<file path="config.mk">
export PLATFORM = sky130hd
export DESIGN_NAME = start_decode_output_select
export DESIGN_NICKNAME = d
export VERILOG_FILES = /design/src/hw/sdos_pkg.sv /design/src/hw/sdos_func_if.sv /design/src/hw/start_decode_output_select.sv /design/src/hw/term_select.sv
export SDC_FILE = /design/constraint.sdc
export NUM_CORES = 1
export LEC_CHECK = 0
export ABC_CLOCK_PERIOD_IN_PS = 7900
export BUFFER_PORTS_ARGS = -buffer_cell sky130_fd_sc_hd__clkbuf_2
export CORE_ASPECT_RATIO = 0.6
export CORE_UTILIZATION = 57
export DETAILED_ROUTE_END_ITERATION = 7
export GPL_ROUTABILITY_DRIVEN = 0
export PLACE_DENSITY = 0.87
export SETUP_SLACK_MARGIN = 0.05
export SYNTH_ARGS = -nofsm -noshare
export SYNTH_HDL_FRONTEND = slang
export SYNTH_SLANG_ARGS = --single-unit
</file>
<file path="constraint.sdc">
create_clock -name i_core_clk -period 7.9 [get_ports i_core_clk]
set_input_delay 0 -clock i_core_clk [delete_from_list [all_inputs] [get_ports i_core_clk]]
set_output_delay 0 -clock i_core_clk [all_outputs]
set_load 0.005 [all_outputs]
</file>
<file path="src/hw/sdos_pkg.sv">
// Purpose: Shared constants, function codes and helpers for start decode and output select.
// Assumes: Selection codes are unsigned integers, frequencies share one unsigned scale.
// Notes:   Percent inputs are whole percent, 0 to 255.
package sdos_pkg;

	// ********************************************************
	// Widths
	// ********************************************************
	localparam int SEL_W  = 14;
	localparam int FREQ_W = 16;
	localparam int PCT_W  = 8;
	localparam int FUNC_N = 100;
	localparam int TERM_N = 3;

	// ********************************************************
	// Start selection settings
	// ********************************************************
	localparam logic [SEL_W-1:0] START_TIME_MAX   = 14'h0064; // 100 s, coast window end.
	localparam logic [SEL_W-1:0] START_RUNDIR_MIN = 14'h03E8; // 1000.
	localparam logic [SEL_W-1:0] START_RUNDIR_MAX = 14'h044C; // 1100.
	localparam logic [SEL_W-1:0] START_RUNDIR_DEC = 14'h22B8; // 8888.
	localparam logic [SEL_W-1:0] SEL_NONE         = 14'h270F; // 9999.
	localparam logic [SEL_W-1:0] START_SEL_RST    = 14'h270F; // 9999 after reset.

	// ********************************************************
	// Terminal selection reset values and code split
	// ********************************************************
	localparam logic [SEL_W-1:0] RUN_SEL_RST   = 14'h0000;
	localparam logic [SEL_W-1:0] FREQ_SEL_RST  = 14'h0004;
	localparam logic [SEL_W-1:0] RELAY_SEL_RST = 14'h0063;
	localparam logic [SEL_W-1:0] SINK_OFFSET   = 14'h0064; // 100.
	localparam logic [SEL_W-1:0] SINK_MAX      = 14'h00C7; // 199.

	// ********************************************************
	// Function codes (source logic numbering)
	// ********************************************************
	localparam int FN_RUNNING    = 0;
	localparam int FN_AT_SPEED   = 1;
	localparam int FN_OVERLOAD   = 3;
	localparam int FN_FREQ_DET   = 4;
	localparam int FN_REGEN_PRE  = 7;
	localparam int FN_THERM_PRE  = 8;
	localparam int FN_OP_READY   = 11;
	localparam int FN_CUR_DETECT = 12;
	localparam int FN_CUR_AVG    = 93;
	localparam int FN_FAULT      = 99;

	// ********************************************************
	// Thresholds
	// ********************************************************
	localparam logic [PCT_W-1:0] PREALARM_PCT = 8'h55; // 85 %.
	localparam logic [PCT_W-1:0] TRIP_PCT     = 8'h64; // 100 %.

	// Which base codes a terminal may take; the relay cannot take the pulse monitor.
	function automatic logic code_allowed(input logic [SEL_W-1:0] base, input logic relay);
		logic ok;
		ok = 1'b0;
		case (base)
			0, 1, 3, 4, 7, 8, 11, 12, 13, 14, 15, 16, 20, 25, 26, 46, 47, 64, 80, 81,
			90, 91, 95, 96, 98, 99: ok = 1'b1;
			FN_CUR_AVG: ok = !relay;
			default: ok = 1'b0;
		endcase
		return ok;
	endfunction

endpackage

</file>
<file path="src/hw/sdos_func_if.sv">
// Purpose: Carries the internal function vector and terminal codes to the output selectors.
// Assumes: One driver of the vector, any number of readers.
// Notes:   Codes travel already registered.
`timescale 1ns/10ps
interface sdos_func_if;
	import sdos_pkg::*;

	logic [FUNC_N-1:0] func_vec;
	logic [SEL_W-1:0]  term_sel [TERM_N];

	modport src  (output func_vec, output term_sel);
	modport sink (input func_vec, input term_sel);
endinterface

</file>
<file path="src/hw/start_decode_output_select.sv">
// Purpose: Decodes start inputs into run and direction, and routes status functions to terminals.
// Assumes: Start, stop-hold, jog and output-stop come from pins; the rest is core logic.
// Notes:   Functions not produced here read inactive on any terminal that selects them.
`timescale 1ns/10ps

module start_decode_output_select
	import sdos_pkg::*;
#(
	parameter int QUAL_W = 24
) (
	input  wire logic              i_core_clk,           // Core clock, 100 MHz.
	input  wire logic              i_reset,              // Synchronous reset, high.
	input  wire logic              i_forward_start_in,   // Forward start pin.
	input  wire logic              i_reverse_start_in,   // Reverse start pin.
	input  wire logic              i_stop_hold_in,       // Stop-hold pin, high holds.
	input  wire logic              i_jog_in,             // Jog request pin.
	input  wire logic              i_output_stop_in,     // Output-stop pin.
	input  wire logic              i_jog_enable,         // Jog operation allowed.
	input  wire logic [SEL_W-1:0]  i_start_selection,    // Start selection setting.
	input  wire logic [SEL_W-1:0]  i_run_terminal_sel,   // Run terminal code.
	input  wire logic [SEL_W-1:0]  i_freq_terminal_sel,  // Frequency terminal code.
	input  wire logic [SEL_W-1:0]  i_relay_terminal_sel, // Relay terminal code.
	input  wire logic [FREQ_W-1:0] i_out_freq,           // Present output frequency.
	input  wire logic [FREQ_W-1:0] i_start_freq,         // Starting frequency.
	input  wire logic [FREQ_W-1:0] i_set_freq,           // Set frequency.
	input  wire logic [FREQ_W-1:0] i_detect_freq_fwd,    // Detect level, forward.
	input  wire logic [FREQ_W-1:0] i_detect_freq_rev,    // Detect level, reverse.
	input  wire logic              i_stall_active,       // Stall prevention active.
	input  wire logic [PCT_W-1:0]  i_regen_usage_pct,    // Regen usage, percent of duty.
	input  wire logic [PCT_W-1:0]  i_thermal_pct,        // Thermal cumulative, percent.
	input  wire logic [FREQ_W-1:0] i_out_current,        // Output current.
	input  wire logic [FREQ_W-1:0] i_current_limit,      // Current detect threshold.
	input  wire logic [QUAL_W-1:0] i_current_qual,       // Qualification time, cycles.
	input  wire logic              i_fault_active,       // Drive fault present.
	output      logic              o_run_cmd,            // Run command.
	output      logic              o_dir_reverse,        // Direction, high is reverse.
	output      logic              o_output_on,          // Output bridge enabled.
	output      logic              o_coast_stop,         // Stop by coasting.
	output      logic              o_jog_active,         // Jog in force.
	output      logic              o_thermal_trip,       // Thermal trip, sticky.
	output      logic              o_run_term,           // Run open-collector terminal.
	output      logic              o_freq_term,          // Frequency open-collector terminal.
	output      logic              o_relay_term          // Relay terminal.
);

	// ********************************************************
	// Pin synchronisers
	// ********************************************************
	logic [4:0] pin_meta_reg;
	logic [4:0] pin_sync_reg;
	logic [4:0] pin_prev_reg;
	logic [4:0] pins_in;

	assign pins_in = {i_output_stop_in, i_jog_in, i_stop_hold_in,
		i_reverse_start_in, i_forward_start_in};

	// Two flops per pin, then one more stage for edge detection.
	always_ff @(posedge i_core_clk) begin
		if (i_reset) begin
			pin_meta_reg <= 5'h00;
			pin_sync_reg <= 5'h00;
			pin_prev_reg <= 5'h00;
		end else begin
			pin_meta_reg <= pins_in;
			pin_sync_reg <= pin_meta_reg;
			pin_prev_reg <= pin_sync_reg;
		end
	end

	logic fwd_s;
	logic rev_s;
	logic hold_s;
	logic jog_s;
	logic ostop_s;
	logic fwd_rise;
	logic rev_rise;

	assign fwd_s    = pin_sync_reg[0];
	assign rev_s    = pin_sync_reg[1];
	assign hold_s   = pin_sync_reg[2];
	assign jog_s    = pin_sync_reg[3];
	assign ostop_s  = pin_sync_reg[4];
	assign fwd_rise = fwd_s && !pin_prev_reg[0];
	assign rev_rise = rev_s && !pin_prev_reg[1];

	// ********************************************************
	// Settings registers
	// ********************************************************
	logic [SEL_W-1:0] start_sel_reg;
	sdos_func_if      fbus ();

	// Settings take their documented values in reset, then follow the ports.
	always_ff @(posedge i_core_clk) begin
		if (i_reset) begin
			start_sel_reg    <= START_SEL_RST;
			fbus.term_sel[0] <= RUN_SEL_RST;
			fbus.term_sel[1] <= FREQ_SEL_RST;
			fbus.term_sel[2] <= RELAY_SEL_RST;
		end else begin
			start_sel_reg    <= i_start_selection;
			fbus.term_sel[0] <= i_run_terminal_sel;
			fbus.term_sel[1] <= i_freq_terminal_sel;
			fbus.term_sel[2] <= i_relay_terminal_sel;
		end
	end

	logic mode_rundir;
	logic mode_coast;

	// Run/direction interpretation and coast-stop choice from the start setting.
	assign mode_rundir = (start_sel_reg == START_RUNDIR_DEC) ||
		((start_sel_reg >= START_RUNDIR_MIN) && (start_sel_reg <= START_RUNDIR_MAX));
	assign mode_coast  = (start_sel_reg <= START_TIME_MAX) ||
		((start_sel_reg >= START_RUNDIR_MIN) && (start_sel_reg <= START_RUNDIR_MAX));

	// ********************************************************
	// Self-hold
	// ********************************************************
	logic jog_on;
	logic hold_valid;
	logic hold_fwd_reg;
	logic hold_rev_reg;
	logic hold_fwd_next;
	logic hold_rev_next;

	// Jog overrides stop-hold; output stop does not touch the latches.
	assign jog_on        = jog_s && i_jog_enable;
	assign hold_valid    = hold_s && !jog_on;
	// A start pulse latches its own input; a pulse on the other input replaces it.
	assign hold_fwd_next = hold_valid && (fwd_rise || (hold_fwd_reg && !rev_rise));
	assign hold_rev_next = hold_valid && (rev_rise || (hold_rev_reg && !fwd_rise));

	always_ff @(posedge i_core_clk) begin
		if (i_reset) begin
			hold_fwd_reg <= 1'b0;
			hold_rev_reg <= 1'b0;
		end else begin
			hold_fwd_reg <= hold_fwd_next;
			hold_rev_reg <= hold_rev_next;
		end
	end

	// ********************************************************
	// Start decode
	// ********************************************************
	logic eff_fwd;
	logic eff_rev;
	logic run_next;
	logic rev_next;

	// In self-hold the inputs only trigger, the latches carry the command.
	assign eff_fwd  = hold_valid ? hold_fwd_next : fwd_s;
	assign eff_rev  = hold_valid ? hold_rev_next : rev_s;
	// Two-start: exactly one input runs. Run/direction: forward runs, reverse flips.
	assign run_next = mode_rundir ? eff_fwd : (eff_fwd ^ eff_rev);
	assign rev_next = mode_rundir ? (eff_fwd && eff_rev) : (eff_rev && !eff_fwd);

	logic run_reg;
	logic dir_reg;
	logic on_reg;
	logic coast_reg;
	logic jog_reg;
	logic trip_reg;

	// Command registers; direction holds its last value while stopped.
	always_ff @(posedge i_core_clk) begin
		if (i_reset) begin
			run_reg   <= 1'b0;
			dir_reg   <= 1'b0;
			on_reg    <= 1'b0;
			coast_reg <= 1'b0;
			jog_reg   <= 1'b0;
		end else begin
			run_reg   <= run_next;
			dir_reg   <= run_next ? rev_next : dir_reg;
			on_reg    <= (run_next || jog_on) && !ostop_s && !trip_reg;
			coast_reg <= mode_coast;
			jog_reg   <= jog_on;
		end
	end

	// ********************************************************
	// Status functions
	// ********************************************************
	logic [QUAL_W-1:0] cur_cnt_reg;
	logic [QUAL_W-1:0] cur_cnt_next;
	logic              cur_over;
	logic              running;

	// Count cycles over the threshold, saturating; any dip restarts the count.
	assign cur_over     = i_out_current > i_current_limit;
	assign cur_cnt_next = !cur_over ? '0 :
		(&cur_cnt_reg) ? cur_cnt_reg : cur_cnt_reg + 1'b1;
	assign running      = on_reg && (i_out_freq >= i_start_freq);

	// Counter and sticky thermal trip.
	always_ff @(posedge i_core_clk) begin
		if (i_reset) begin
			cur_cnt_reg <= '0;
			trip_reg    <= 1'b0;
		end else begin
			cur_cnt_reg <= cur_cnt_next;
			trip_reg    <= trip_reg || (i_thermal_pct >= TRIP_PCT);
		end
	end

	logic [FUNC_N-1:0] func_vec;

	// One bit per function code; codes without a source here stay low.
	always_comb begin
		func_vec                = '0;
		func_vec[FN_RUNNING]    = running;
		func_vec[FN_AT_SPEED]   = on_reg && (i_out_freq >= i_set_freq);
		func_vec[FN_OVERLOAD]   = i_stall_active;
		func_vec[FN_FREQ_DET]   = i_out_freq >= (dir_reg ? i_detect_freq_rev :
			i_detect_freq_fwd);
		func_vec[FN_REGEN_PRE]  = i_regen_usage_pct >= PREALARM_PCT;
		func_vec[FN_THERM_PRE]  = i_thermal_pct >= PREALARM_PCT;
		func_vec[FN_OP_READY]   = (!i_fault_active && !trip_reg && !ostop_s) || running;
		func_vec[FN_CUR_DETECT] = cur_over && (cur_cnt_reg > i_current_qual);
		func_vec[FN_FAULT]      = i_fault_active || trip_reg;
	end

	assign fbus.func_vec = func_vec;

	// ********************************************************
	// Terminal selectors
	// ********************************************************
	logic [TERM_N-1:0] term;

	// Terminal 2 is the relay, which may not take the pulse monitor.
	for (genvar t = 0; t < TERM_N; t++) begin : g_term
		term_select #(
			.IDX   (t),
			.RELAY (t == 2)
		) u_term (
			.i_core_clk (i_core_clk),
			.i_reset    (i_reset),
			.fbus       (fbus),
			.o_term     (term[t])
		);
	end

	assign o_run_cmd      = run_reg;
	assign o_dir_reverse  = dir_reg;
	assign o_output_on    = on_reg;
	assign o_coast_stop   = coast_reg;
	assign o_jog_active   = jog_reg;
	assign o_thermal_trip = trip_reg;
	assign o_run_term     = term[0];
	assign o_freq_term    = term[1];
	assign o_relay_term   = term[2];

endmodule

</file>
<file path="src/hw/term_select.sv">
// Purpose: Maps one selection code to one output terminal level.
// Assumes: Codes and functions are on the core clock.
// Notes:   Output is registered; a code outside the permitted set drives a steady low.
`timescale 1ns/10ps
module term_select
	import sdos_pkg::*;
#(
	parameter int          IDX   = 0,
	parameter logic        RELAY = 1'b0
) (
	input  wire logic       i_core_clk, // Core clock.
	input  wire logic       i_reset,    // Synchronous reset, high.
	sdos_func_if.sink       fbus,       // Function vector and codes.
	output      logic       o_term      // Terminal level.
);

	// ********************************************************
	// Code decode
	// ********************************************************
	logic [SEL_W-1:0] code;
	logic             is_sink;
	logic [SEL_W-1:0] base;
	logic             legal;
	logic             func_val;
	logic             term_next;
	logic             term_reg;

	// Codes 100 to 199 select code minus 100 with inverted (sink) sense.
	assign code      = fbus.term_sel[IDX];
	assign is_sink   = (code >= SINK_OFFSET) && (code <= SINK_MAX);
	assign base      = is_sink ? code - SINK_OFFSET : code;
	assign legal     = (code <= SINK_MAX) && code_allowed(base, RELAY);
	assign func_val  = legal ? fbus.func_vec[base[6:0]] : 1'b0;
	assign term_next = legal ? (func_val ^ is_sink) : 1'b0;

	// Terminal register.
	always_ff @(posedge i_core_clk) begin
		if (i_reset) begin
			term_reg <= 1'b0;
		end else begin
			term_reg <= term_next;
		end
	end

	assign o_term = term_reg;

endmodule

</file>
# Yosys cells after proc, flatten, opt, wreduce, memory -nomap -nowiden

Memories as Yosys holds them, arrays and structs flattened.
Index checks and enable logic that the tools add are counted.

Bits in registers: 103
ROM bits: 384
Memories: 3

Memory list:

| memory          | words | width | read ports | clocked after memory_dff | write ports | line           | RTL |
|---|---|---|---|---|---|---|---|
| (no name shown) | 128   | 1     | 1          | 0                        | 0           | sdos_pkg.sv:58 | `case (base)` |
| (no name shown) | 128   | 1     | 1          | 0                        | 0           | sdos_pkg.sv:58 |  |
| (no name shown) | 128   | 1     | 1          | 0                        | 0           | sdos_pkg.sv:58 |  |

Add/sub/neg operators: 4
$lt $le $gt $ge: 20
Equal/unequal tests: 1
Mux-type cells: 20
Bitwise gates (word level): 8
Reductions and logical operators: 49

Operators with widths:

| cell                                                                                | count |
|---|---|
| 16-bit >= comparator                                                                | 3 |
| 14-bit by 7-bit >= comparator with 1-bit output (second input constant)             | 3 |
| 14-bit by 8-bit less-or-equal comparator with 1-bit output (second input constant)  | 3 |
| 14-bit two-way mux                                                                  | 3 |
| 14-bit by 7-bit subtractor with 14-bit output (second input constant)               | 3 |
| 24-bit by 1-bit adder with 24-bit output (second input constant)                    | 1 |
| 8-bit by 7-bit >= comparator with 1-bit output (second input constant)              | 3 |
| 24-bit greater-than comparator                                                      | 1 |
| 1-bit logical AND                                                                   | 24 |
| 7-bit by 8-bit < comparator with 1-bit output (second input constant)               | 3 |
| 24-bit AND reduction                                                                | 1 |
| 1-bit binary-select mux with 7-bit select                                           | 3 |
| 7-bit zero test                                                                     | 3 |
| 16-bit greater-than comparator                                                      | 1 |
| 16-bit two-way mux                                                                  | 1 |
| 14-bit equality test (second input constant)                                        | 1 |
| 14-bit by 10-bit >= comparator with 1-bit output (second input constant)            | 1 |
| 14-bit by 11-bit less-or-equal comparator with 1-bit output (second input constant) | 1 |
| 14-bit by 7-bit less-or-equal comparator with 1-bit output (second input constant)  | 1 |
| 1-bit two-way mux                                                                   | 13 |
| 1-bit zero test                                                                     | 9 |
| 1-bit logical OR                                                                    | 8 |
| 2-bit OR reduction                                                                  | 4 |
| 1-bit NOT                                                                           | 4 |
| 1-bit XOR                                                                           | 4 |

# Depth between registers and ports, before layout

Depth in word-level cells: 12
Mapped depth: 14

# By module

A second synthesis with hierarchy kept.

Cell total of the unflattened synthesis: 1,217
Area total of the unflattened synthesis: 10,795.4 um2

By module, submodules not included:

| module                              | instances | cells an instance | area each (um2) |
|---|---|---|---|
| start_decode_output_select          | 1         | 656               | 5,816.8 |
| term_select at g_term[0].u_term ... | 2         | 185               | 1,627.8 |
| term_select at g_term[2].u_term     | 1         | 191               | 1,722.9 |

# Least setup slack after synthesis

Ideal clock, no wire load.

Path type: reg-to-reg
Start: reg fbus.term_sel[30] (netlist name)
End: reg g_term[0].u_term.term_reg
Library setup time: 0.119 ns
Data arrival time: 3.097 ns
Required time: 7.781 ns
Path slack: 4.685 ns
Cell stages (with the launch flop): 14
Path buffers: 1
Cells stage by stage: dfxtp_1 -> clkbuf_1 -> inv_2 -> ha_1 -> nor2b_2 -> a211oi_1 -> o22ai_1 -> nor3_1 -> mux2_1 -> o32a_1 -> or3_1 -> o221ai_1 -> o21ba_1 -> o221a_1

Word-level cells in the longest chain between the ends: 8
Elaborated cells on any way between the ends: 15

RTL lines:

| item                                                                                                                          | line                                 | RTL |
|---|---|---|
| from (decl)                                                                                                                   | sdos_func_if.sv:9                    | `logic [SEL_W-1:0] term_sel [TERM_N];` |
| 14-bit by 7-bit >= comparator with 1-bit output or 14-bit by 8-bit less-or-equal comparator with 1-bit output (tied branches) | term_select.sv:30, term_select.sv:32 |  |
| 1-bit logical AND                                                                                                             | term_select.sv:30                    | `assign is_sink = (code >= SINK_OFFSET) && (code <= SINK_MAX);` |
| 14-bit two-way mux                                                                                                            | term_select.sv:31                    | `assign base = is_sink ? code - SINK_OFFSET : code;` |
| memory 128 x 1 bit or 7-bit zero test (tied branches)                                                                         | -                                    |  |
| 1-bit two-way mux                                                                                                             | sdos_pkg.sv:58                       |  |
| 1-bit logical AND                                                                                                             | term_select.sv:32                    | `assign legal = (code <= SINK_MAX) && code_allowed(base, RELAY);` |
| 1-bit two-way mux or 1-bit NOT (tied branches)                                                                                | -                                    |  |
| 1-bit XOR or 2-bit OR reduction (tied branches)                                                                               | -                                    |  |
| to (signal assigned)                                                                                                          | term_select.sv:41                    | `term_reg <= term_next;` |
| to (decl)                                                                                                                     | term_select.sv:26                    | `logic term_reg;` |

Parallel ways exist; a longest one is shown, timed or not. The select of a mux whose other input is x is not followed.
A chain may end at the register's enable or synchronous reset.

# Worst setup path in the final report

Same ends and word-level chain as after synthesis.

==> impl_summary.md <==
Outcome
The flow ran to the end, and the final reports show no timing, DRC or antenna violations.

Floorplanning
The die extent in x is 151 um. The core region area is 0.0129 sq mm. In this run the core area contains 32 standard-cell rows. The initial cell density of the core is 0.588. The total I/O pin count is 227.

In this run the vertical extent of the chip is 91.4 um. The die covers 0.0138 sq mm.

Timing
The final-report hold violation count came to 0. The least setup slack across all paths after layout is roughly 4.3 ns. Setup violations remaining at the end of the flow were counted as 0. The post-route setup TNS is 0 ns. The transition time at the pin with the least slew margin is 1.19 ns.

The number of max-slew violations in the final report was 0. Setup repair after global routing left no endpoint under its margin. Of the available clock period, the critical path in the final layout requires 0.459.

Headroom to the max-slew limit came out at 0.195. For the final database, setup skew stands at 0.0104 ns. The peak clock frequency supported by timing is 276 MHz. The final period demand of the worst path is 3.62 ns.

Logic synthesis
Synthesis inferred 103 register bits. The synthesized netlist net count is around 1300. In the post-synthesis netlist, the cell with the most instances is ha_1. For this run, asynchronously set or reset flops after synthesis account for 0. Yosys printed 0 warnings.

The area share of the largest cell type after synthesis is 0.272. The distinct cell type count of the synthesized netlist is 74. Yosys attributes the largest share of cell area to dfxtp_1, ha_1, nor2b_1. Among all flip-flop cells after synthesis, the most frequent one is dfxtp_1. The synthesized design contains 0 enable-type register cells. The share of the yosys chip area belonging to registers is 0.272. The synthesized design spends more area on one cell type than any other, namely dfxtp_1. The post-synth design cell area is between 0.007 and 0.008 sq mm. After synthesis, the mean cell area works out to 8.13 sq um.

Sorting the synthesized cells by how often they occur yields ha_1, dfxtp_1, inv_1, nand2_1, nor2b_1. The instance count of the mapped netlist is 933.

Drt
In the routed design, unresolved DRC markers number 0. The average detailed-routed wire length per instance is 15.6 um. The final wirelength is about 22 mm.

The count of antenna-violating nets left after detailed routing is 0. The first detailed-routing pass took 5 iterations. The first routing iteration left 576 violations.

The routed via count divided by cell count is 5.62. The count of vias placed by the detailed router is 7784.

Setup path
The worst setup path is captured at a flip-flop. STA classifies the critical path startpoint as a flip-flop. The worst setup path is of the flip-flop to flip-flop kind. The number of buffers and inverters on the critical path is 1.

For the worst setup path, the data arrival time is 3.87 ns. Traced cell by cell, the critical path runs through inv_2 -> ha_1 -> nor2b_2 -> a211oi_1 -> o22ai_1 -> nor3_1 -> mux2_1 -> o32a_1 -> or3_1 -> o221ai_1 -> o21ba_1 -> o221a_1. In this run the worst path has a maximum fanout of 10. The critical path starts at fbus.term_sel[30]. The slowest cell on the critical path is dfxtp_1.

On the worst path, the slowest cell contributes a delay of 0.51 ns. The kind of cell adding the most delay to the critical path is compound AO/OA/AOI/OAI gates. The worst register-to-register path begins at fbus.term_sel[30].

The data required time at the worst endpoint is 8.15 ns.

Clock tree
The number of setup buffers added after CTS is 0. The clock-pin slew of the registers on the worst-case setup and hold paths is around 0.070 ns. The number of buffers inserted for hold repair after clock tree synthesis is 64. The number of clock sinks seen by CTS is 103.

The total number of H-tree levels is 3. The quantity of gates resized following cts is 0. TritonCTS created 9 clock buffers. The maximum clock insertion buffer count is 2.

Clock tree synthesis selected as its root buffer the cell clkbuf_16. The clock tree from TritonCTS is built. Clock latency on the worst-skew pair, taken at its later pin, is 0.36 ns.

Final layout
The register with the most flip-flops in the layout has 42 of them. Of the cells placed in the final design, the portion with a size suffix greater than 1 is 0.222. The post-synthesis to final-layout area growth is 28.8%.

The antenna cell count is 0. The layout has between 900 and 1000 filler cells. After the last flow step, the layout net total stands at 1536.

Power and ir drop
Summed over all cells, the static leakage comes to around 4.6 nW. The peak supply drop is 0.000130 V. Power spread over the standard cell area amounts to 134 mW/mm^2.

The total chip power is approximately 1.3 mW.

Place
The worst setup timing slack at the placement stage is 4.37 ns. Buffers placed on the I/O ports in this run total 226. Detailed placement ended at an HPWL of 16.0 mm.

Worst hold path
The startpoint identified for the worst hold timing path is i_reset. In this run the worst hold path is classified as input pin to flip-flop.

Global route
The total global routing track utilization is 0.308. The largest net degree at the start of global routing is just over 80. The number of antenna violations at the first check in global routing is 0.

The highest-utilization routing layer at the global route stage is met2. The via count of the first global-routing pass is 7217. For met2 alone, demand over resource in global routing was 0.513. The global route total overflow is 0.

The met1 demand-to-capacity share in global routing is 0.403. In the global route stage, met3 resource usage came out at 0.0573. The first global-routing pass estimated 33.7 mm of wire.

Job
Max-cap violations in this run came to 0.
[tightest hold or removal path, delay by kind of cell]
kind / cells / cell delay [ns]
buf+inv: 2 / 0.42
simple gates: 1 / 0.18
[layout make-up]
cell class	count	area, sq um	area share
Multi-Input combinational cell	708	5060	0.518
Sequential cell	103	2060	0.211
Timing Repair Buffer	291	1780	0.182
Inverter	98	368	0.0376
Clock buffer	10	229	0.0234
Tap cell	170	213	0.0218
Clock inverter	6	61.3	0.00627
[layout by cell type, fill, tap and decap left out, types with 4 or more instances in the layout]
| cell | count |
|---|---|
| nor3_1 | 22 |
| or3_1 | 15 |
| and2_1 | 4 |
| nor2b_1 | 63 |
| dfxtp_1 | 103 |
| a21o_1 | 10 |
| o21a_1 | 7 |
| clkbuf_2 | 226 |
| a21oi_1 | 56 |
| clkbuf_16 | 9 |
| nor4_1 | 9 |
| mux2i_1 | 25 |
| o211ai_1 | 10 |
| o31ai_1 | 6 |
| a31oi_1 | 4 |
| nand2_1 | 65 |
| nand4_1 | 24 |
| dlygate4sd3_1 | 64 |
| or2_2 | 15 |
| nand3_1 | 34 |
| a211oi_1 | 10 |
| xor2_1 | 14 |
| nor2_1 | 62 |
| o21ai_0 | 35 |
| nand2b_1 | 9 |
| inv_1 | 97 |
| ha_1 | 107 |
| xnor2_1 | 23 |
[where the power goes]
group / internal, mW / total, mW / switching, mW
logic: 0.157 / 0.315 / 0.158
registers: 0.539 / 0.562 / 0.0232
clock network: 0.222 / 0.434 / 0.212
total: 0.918 / 1.31 / 0.394
[routing by layer]
| metal | up-vias | part of all wire |
|---|---|---|
| met5 | - | 0 |
| met4 | 0 | 0.021 |
| met3 | 50 | 0.077 |
| met2 | 357 | 0.46 |
| met1 | 3519 | 0.44 |
| li1 | 3858 | - |
[stage by stage]
step                utilization  cell area, sq um  instances  hold WS (ns)
finish                    0.758              9770       1386         0.290
global route              0.758              9770       1386         0.330
CTS                       0.758              9770       1386         0.290
detailed placement        0.686              8840       1306         0.185
global placement          0.686              8840       1306         0.183
floorplan                     -              7590        933         0.104
[cells by family after synthesis]
group | synth area share
and+or+nand+nor | 0.234
AOI/OAI and AO/OA | 0.172
buffers and inverters | 0.0610
adders and majority gates | 0.176
DFF | 0.272
xor gates and xnor gates | 0.0427
muxes | 0.0419
[worst paths after layout]
| path | depth (start not counted) | to | slack, ns |
|---|---|---|---|
| setup / recovery | 12 | g_term[0].u_term.o_term | 4.28 |
| hold reg to reg | 1 | pin_sync_reg[1] | 0.44 |
| hold / removal | 3 | fbus.term_sel[23] | 0.29 |
| setup reg to reg | 12 | g_term[0].u_term.o_term | 4.28 |
No activity file was read; power rests on OpenSTA's default activity.
